===== src/sbo_pkg.sv =====
package sbo_pkg;

  // sleep entry and wake-up periods, in clock cycles
  localparam int unsigned SLEEP_ENTRY_CYCLES = 2;
  localparam int unsigned SLEEP_WAKE_CYCLES = 2;
  localparam logic [1:0] CNT_RESET = 2'h0;
  localparam logic [1:0] ADDR_RESET = 2'h0;
  localparam logic [1:0] WAIT_RESET = 2'h0;

  typedef enum logic [1:0] {
    SBO_AWAKE    = 2'b00,
    SBO_ENTERING = 2'b01,
    SBO_ASLEEP   = 2'b11,
    SBO_WAKING   = 2'b10
  } sbo_state_t;

  // one beat request from the controller
  typedef struct packed {
    logic select;
    logic advance;
    logic write;
    logic [1:0] start_addr;
  } sbo_req_t;

  // what the core issues for a beat
  typedef struct packed {
    logic valid;
    logic write;
    logic [1:0] addr;
  } sbo_beat_t;

endpackage


===== src/sbo_burst_seq.sv =====
`timescale 1ns/1ps
module sbo_burst_seq (
  // clock and reset
  input wire logic clk,
  input wire logic nrst,
  // control
  input wire logic enable,
  input wire logic interleaved,
  input wire logic load,
  input wire logic step,
  input wire logic [1:0] start_addr,
  // result
  output logic [1:0] addr
);

  logic [1:0] base_q;
  logic [1:0] cnt_q;

  always_ff @(posedge clk or negedge nrst) begin
    if (!nrst) begin
      base_q <= sbo_pkg::ADDR_RESET;
      cnt_q <= sbo_pkg::CNT_RESET;
    end else if (enable && load) begin
      base_q <= start_addr;
      cnt_q <= sbo_pkg::CNT_RESET;
    end else if (enable && step) begin
      // two-bit counter wraps to the start after four beats
      cnt_q <= cnt_q + 2'h1; // RQ1
    end
  end

  always_comb begin
    if (load) begin
      addr = start_addr;
    end else if (interleaved) begin
      addr = base_q ^ (cnt_q + 2'h1); // RQ1
    end else begin
      addr = base_q + cnt_q + 2'h1;
    end
  end

endmodule // sbo_burst_seq


===== src/sbo_ctrl.sv =====
`timescale 1ns/1ps
// Function
// RQ1 - interleaved beats use the start bits XOR a beat count 00,01,10,11 and wrap on the fifth.
// RQ2 - the device is asleep two clock cycles after sleep_request rises.
// RQ3 - while asleep all contents and internal state are kept for resumption.
// RQ4 - after sleep_request falls the device works again after two wake-up cycles.
// RQ5 - in sleep the device is deselected, ignores all inputs but sleep_request, data is high-z.
// RQ6 - sleep_request is asynchronous active high and sleep lasts while it stays high.
// RQ7 - the controller raises sleep_request only when all reads and writes are done.
// RQ8 - while recovering the controller issues only deselects or reads.
// RQ9 - sleep_request is held low in normal operation, by the driver or the pull-down.
// RQ10 - flow_through_select chooses flow-through or pipelined operation.
// RQ11 - burst_order_select high gives interleaved order, low gives linear order.
// RQ12 - burst_advance low loads a new start address, high advances the burst counter.
// RQ13 - in flow-through mode the read pipeline is one cycle shorter than pipelined.
// RQ14 - sleep_request is synchronised before the entry and exit periods are counted.
module sbo_ctrl (
  // clock and reset
  input wire logic clk,
  input wire logic nrst,
  // mode pins
  input wire logic sleep_request,
  input wire logic burst_order_select,
  input wire logic flow_through_select,
  // controller requests
  input wire sbo_pkg::sbo_req_t req,
  // issued beat
  output sbo_pkg::sbo_beat_t beat,
  // read data output enable timing
  output logic read_data_oe,
  // state
  output logic asleep,
  output logic recovering,
  output sbo_pkg::sbo_state_t state
);

  logic sleep_meta_q;
  logic sleep_sync_q;
  logic ft_meta_q;
  logic ft_sync_q;
  logic lbo_meta_q;
  logic lbo_sync_q;
  sbo_pkg::sbo_state_t state_q;
  sbo_pkg::sbo_state_t state_d;
  logic [1:0] wait_q;
  logic enable;
  logic [1:0] next_addr;
  logic rd_stage1_q;
  logic rd_stage2_q;
  logic beat_is_read;

  // mode pins from outside pass two flops first
  always_ff @(posedge clk or negedge nrst) begin
    if (!nrst) begin
      sleep_meta_q <= 1'b0; // RQ9
      sleep_sync_q <= 1'b0;
    end else begin
      sleep_meta_q <= sleep_request; // RQ14
      sleep_sync_q <= sleep_meta_q; // RQ6
    end
  end

  always_ff @(posedge clk or negedge nrst) begin
    if (!nrst) begin
      ft_meta_q <= 1'b0;
      ft_sync_q <= 1'b0;
      lbo_meta_q <= 1'b0;
      lbo_sync_q <= 1'b0;
    end else begin
      ft_meta_q <= flow_through_select;
      ft_sync_q <= ft_meta_q;
      lbo_meta_q <= burst_order_select;
      lbo_sync_q <= lbo_meta_q;
    end
  end

  // sleep state machine, counting from the synchronised request
  always_comb begin
    state_d = state_q;
    case (state_q)
      sbo_pkg::SBO_AWAKE: begin
        if (sleep_sync_q) begin
          state_d = sbo_pkg::SBO_ENTERING;
        end
      end
      sbo_pkg::SBO_ENTERING: begin
        if (!sleep_sync_q) begin
          state_d = sbo_pkg::SBO_AWAKE;
        end else if (wait_q == 2'(sbo_pkg::SLEEP_ENTRY_CYCLES - 1)) begin
          state_d = sbo_pkg::SBO_ASLEEP; // RQ2
        end
      end
      sbo_pkg::SBO_ASLEEP: begin
        if (!sleep_sync_q) begin
          state_d = sbo_pkg::SBO_WAKING; // RQ6
        end
      end
      sbo_pkg::SBO_WAKING: begin
        if (sleep_sync_q) begin
          state_d = sbo_pkg::SBO_ASLEEP;
        end else if (wait_q == 2'(sbo_pkg::SLEEP_WAKE_CYCLES - 1)) begin
          state_d = sbo_pkg::SBO_AWAKE; // RQ4
        end
      end
      default: begin
        state_d = sbo_pkg::SBO_AWAKE;
      end
    endcase
  end

  always_ff @(posedge clk or negedge nrst) begin
    if (!nrst) begin
      state_q <= sbo_pkg::SBO_AWAKE;
    end else begin
      state_q <= state_d;
    end
  end

  always_ff @(posedge clk or negedge nrst) begin
    if (!nrst) begin
      wait_q <= sbo_pkg::WAIT_RESET;
    end else if (state_d != state_q) begin
      wait_q <= sbo_pkg::WAIT_RESET;
    end else if (state_q == sbo_pkg::SBO_ENTERING || state_q == sbo_pkg::SBO_WAKING) begin
      wait_q <= wait_q + 2'h1;
    end
  end

  // asleep: all inputs except the sleep pin are ignored, state is frozen
  assign enable = (state_q != sbo_pkg::SBO_ASLEEP); // RQ5

  // writes refused while recovering, in case the controller slips
  assign beat_is_read = !req.write;

  sbo_burst_seq u_seq (
    .clk(clk),
    .nrst(nrst),
    .enable(enable && req.select), // RQ3
    .interleaved(lbo_sync_q), // RQ11
    .load(!req.advance), // RQ12
    .step(req.advance), // RQ12
    .start_addr(req.start_addr),
    .addr(next_addr)
  );

  always_ff @(posedge clk or negedge nrst) begin
    if (!nrst) begin
      beat <= '0;
    end else if (!enable) begin
      beat.valid <= 1'b0; // RQ5
    end else begin
      beat.valid <= req.select && (beat_is_read || state_q != sbo_pkg::SBO_WAKING); // RQ8
      beat.write <= req.write;
      beat.addr <= next_addr; // RQ1
    end
  end

  // read data pipeline: flow-through drives one cycle earlier
  always_ff @(posedge clk or negedge nrst) begin
    if (!nrst) begin
      rd_stage1_q <= 1'b0;
      rd_stage2_q <= 1'b0;
    end else begin
      rd_stage1_q <= enable && req.select && beat_is_read;
      rd_stage2_q <= rd_stage1_q && enable;
    end
  end

  always_ff @(posedge clk or negedge nrst) begin
    if (!nrst) begin
      read_data_oe <= 1'b0;
    end else if (!enable || state_d == sbo_pkg::SBO_ASLEEP) begin
      read_data_oe <= 1'b0; // RQ5
    end else if (!ft_sync_q) begin
      // flow-through: one cycle after the beat
      read_data_oe <= rd_stage1_q; // RQ13
    end else begin
      // pipelined: one more register stage
      read_data_oe <= rd_stage2_q; // RQ10
    end
  end

  always_ff @(posedge clk or negedge nrst) begin
    if (!nrst) begin
      asleep <= 1'b0;
      recovering <= 1'b0;
      state <= sbo_pkg::SBO_AWAKE;
    end else begin
      asleep <= (state_d == sbo_pkg::SBO_ASLEEP);
      recovering <= (state_d == sbo_pkg::SBO_WAKING);
      state <= state_d;
    end
  end

endmodule // sbo_ctrl


===== config.mk =====
export PLATFORM = sky130hd
export DESIGN_NAME = sbo_ctrl
export DESIGN_NICKNAME = d
export VERILOG_FILES = /design/src/sbo_pkg.sv /design/src/sbo_burst_seq.sv /design/src/sbo_ctrl.sv
export SDC_FILE = /design/constraint.sdc
export NUM_CORES = 1
export LEC_CHECK = 0
export BUFFER_PORTS_ARGS = -buffer_cell sky130_fd_sc_hd__buf_2
export CORE_AREA = 2 2 50 52
export CTS_CLUSTER_DIAMETER = 60
export DETAILED_ROUTE_END_ITERATION = 16
export DIE_AREA = 0 0 52 54
export PLACE_DENSITY = 0.69
export SYNTH_ARGS = -nofsm -noshare
export SYNTH_HDL_FRONTEND = slang
export SYNTH_SLANG_ARGS = --single-unit

===== constraint.sdc =====
create_clock -name clk -period 2.53 [get_ports clk]
set_clock_uncertainty 0.15 [all_clocks]
set_input_delay 0.3795 -clock clk [delete_from_list [all_inputs] [get_ports clk]]
set_output_delay 0.3795 -clock clk [all_outputs]
set_load 0.03 [all_outputs]

==> summary.md <==
| Metric | Value |
|---|---|
| VDD IR max | 0.579 mV |
| Bufs and invs on worst path | 0 |
| Synth Cell Area | around 1100 µm² |
| Initial antenna violation count | 0 |
| Post-Route WL | ~1.7 mm |
| Syn Inst Count | between 90 and 100 |
| IO buf count | 18 |
| H-tree levels | 1 |
| Ratio of cells with drive above 1 in the final layout | 0.243 |
| Vias in the first global route | between 600 and 700 |
| Setup Buffers After CTS | 0 |
| Commonest non-fill, non-tap cell in the layout | dfrtp_1 |
| CTS resizes | 0 |
| CTS Root Cell | clkbuf_4 |
| Switching power total | 499 µW |
| Clock transition at path regs | ~130 ps |
| Number of hold buffers added after CTS | 1 |
| Vias per inst | roughly 5.0 |
| Worst-path fanout max | 10 |
| Die ar. | ~2800 µm² |
| Status | finished clean |
| Post-route ant nets | 0 |
| Seq pwr share | 0.416 |
| Crit path largest cell delay | between 400 and 500 ps |
| Slew headroom | 0.678 |
| Fmax | ~490 MHz |
| Detailed-placement wirelength estimate | 1.33 mm |
| Die height | approximately 54 µm |
| Final hold violation count | 0 |
| Worst hold path depth | 1 |
| Via count | 731 |
| Tcrit/Tclk final | 0.805 |
| Fillers | ~220 |
| Worst EP arrival | between 2000 and 2500 ps |
| RSZ-0062 raised after global routing | no |
| Worst Hold Class | input port to flop |
| CTS Buf Count | 3 |
| CTS tree | done |
| WHS | approximately 33 ps |
| Worst Max-Slew Pin Slew | just under 500 ps |
| Critical-path top delay cell | dfrtp_1 |
| Most frequent cells in the layout | 23 x dfrtp_1, 18 x buf_2, 8 x inv_1, 8 x ha_1 |
| Clk sink count | 23 |
| Antenna diode count | 0 |
| Cell count of the worst reg-to-reg path | 5 |
| Io pins | 19 |
| Internal power | between 700 and 800 µW |
| Total GRT Usage | 0.146 |
| Mapped Nets | between 100 and 150 |
| Post-DP Area | between 1000 and 1500 µm² |
| Initial Util | 0.460 |
| Mapped Avg Cell Area | between 10 and 15 µm² |
| WP depth | 5 |
| Sequential area share after synthesis | 0.539 |
| First-pass GRT wire length | 3.04 mm |
| Layout area overhead | 14.4% |
| Setup TNS Final | 0 ps |
| Worst setup EP type | flop |
| Comb pwr share | 0.454 |
| DR pass1 iterations | 4 |
| Switching share of total power | 0.403 |
| Pwr Density | a little over 1000 nW/µm² |
| Total core area | around 2300 µm² |
| CP Class | flop to flop |
| Setup crit start kind | flop |
| Number of max-cap violations | 0 |
| Largest net degree at the start of global routing | 24 |
| Row Count | 18 |
| Final min period | ~2000 ps |
| Final Slew Violations | 0 |
| WP data required | approximately 2600 ps |
| Area occupied by multi-input gates | between 400 and 500 µm² |
| Area contributors post-synth | dfrtp_1 54%, ha_1 9.4%, a21oi_1 3.3% |
| Total gr overflow | 0 |
| Top-area cell type share of the netlist area | 0.539 |
| Die X | about 52 µm |
| Layout Nets | 134 |
| Later-pin clock latency in the skew report | around 300 ps |
| Residual DRC count | 0 |
| Synth unique cells | 28 |
| # setup viols final | 0 |
| Cell taking the most area after synthesis | dfrtp_1 |
| DR WL/cell | about 12 µm |
| CTS Buffer Depth | 2 |
| Clock share of power | 0.131 |
| Static leakage | about 0.0006 µW |
| Crit path max-delay family | compound AO/OA/AOI/OAI gates |
| Reg area | 576 µm² |
| GP Congestion | roughly 0.9 |
| Iter 0 DRT Violations | 6 |
| Finished Cell Area | 1220 µm² |
| Critical-path cell list | ha_1 > a21oi_1 > a311oi_1 > a311o_4 > mux2_4 |
| Warnings from Yosys | 0 |
| Post-synthesis register bit count | 23 |
-- flip-flops by register name, indices dropped and copies added, names as in the netlist --
register	count
asleep	1
read_data_oe	1
u_seq.base_q	2
sleep_meta_q	1
recovering	1
lbo_sync_q	1
beat	4
u_seq.cnt_q	2
rd_stage2_q	1
wait_q	2
lbo_meta_q	1
ft_sync_q	1
ft_meta_q	1
state	2
sleep_sync_q	1
rd_stage1_q	1
-- cell usage after synthesis --
cell,instances
a211oi_1,1
a21oi_1,7
a311o_4,1
ha_1,8
dfrtp_1,23
o211ai_1,1
mux2i_1,1
a211oi_2,1
o21ai_1,1
o21ai_0,6
buf_6,1
xor2_1,1
mux2_2,2
nor2_1,4
nor3_1,3
mux2_4,2
a32oi_1,1
nand2_1,7
nand2b_1,4
nor2b_1,3
and2b_1,1
inv_1,8
a2111oi_0,1
nand3b_1,1
a311oi_1,1
nand3_1,1
and2_1,1
xnor2_1,1
-- logic make-up after synthesis --
logic type | after synthesis | share of synthesized area
AOI/OAI and AO/OA | 21 | 0.135
muxes | 5 | 0.0586
buffers and inverters | 9 | 0.0387
xor gates and xnor gates | 2 | 0.0164
DFF | 23 | 0.539
and+or+nand+nor | 25 | 0.118
adders and majority gates | 8 | 0.0938
-- power groups by stage --
| stage | clock network, µW | registers, µW | logic [µW] |
|---|---|---|---|
| global placement | 0 | 520 | 554 |
| floorplan | 0 | 619 | 332 |
| finish | 162 | 515 | 562 |
| global route | 193 | 530 | 621 |
| CTS | 169 | 515 | 567 |
| detailed placement | 0 | 523 | 564 |
-- worst reg2reg max path, delay by kind of cell (launching register included) --
kind	cells	cell delay, ps
adders and majority gates	1	400
AOI/OAI and AO/OA	3	600
DFF	1	470
muxes	1	310
-- per-stage QoR --
stage	setup slack (ps)	total power [µW]	instances	util
4_1_cts	518	1250	145	0.526
5_1_grt	406	1340	145	0.526
3_5_place_dp	536	1090	140	0.510
2_1_floorplan	456	951	93	-
6_report	493	1240	145	0.526
3_3_place_gp	594	1070	140	0.510
-- path summary, 6_finish.rpt --
path                                    startpoint           to  slack (ps)
worst max-delay path                      state[1]    wait_q[0]         490
worst min-delay path            burst_order_select   lbo_meta_q          30
worst max register to register            state[1]    wait_q[0]         490
worst min register to register          lbo_meta_q   lbo_sync_q         210
max in group asynchronous                     nrst    ft_meta_q        1490
min in group asynchronous                     nrst  rd_stage1_q         400
-- per-layer routing --
metal  part of all wire  track usage  up-vias
li1                   -            -      365
met3              0.044       0.0250        2
met1               0.49        0.199      349
met2               0.46        0.243       15
met4             0.0069       0.0395        0
met5                  0            0        -
-- cell type report --
type / instances / area share
clock buffer: 3 / 0.0184
timing repair buffer: 19 / 0.0820
multi-input combinational: 61 / 0.369
tap: 30 / 0.0307
clock inverter: 1 / 0.00410
inverter: 8 / 0.0246
sequential: 23 / 0.471
Power figures use the tool's default switching activity.
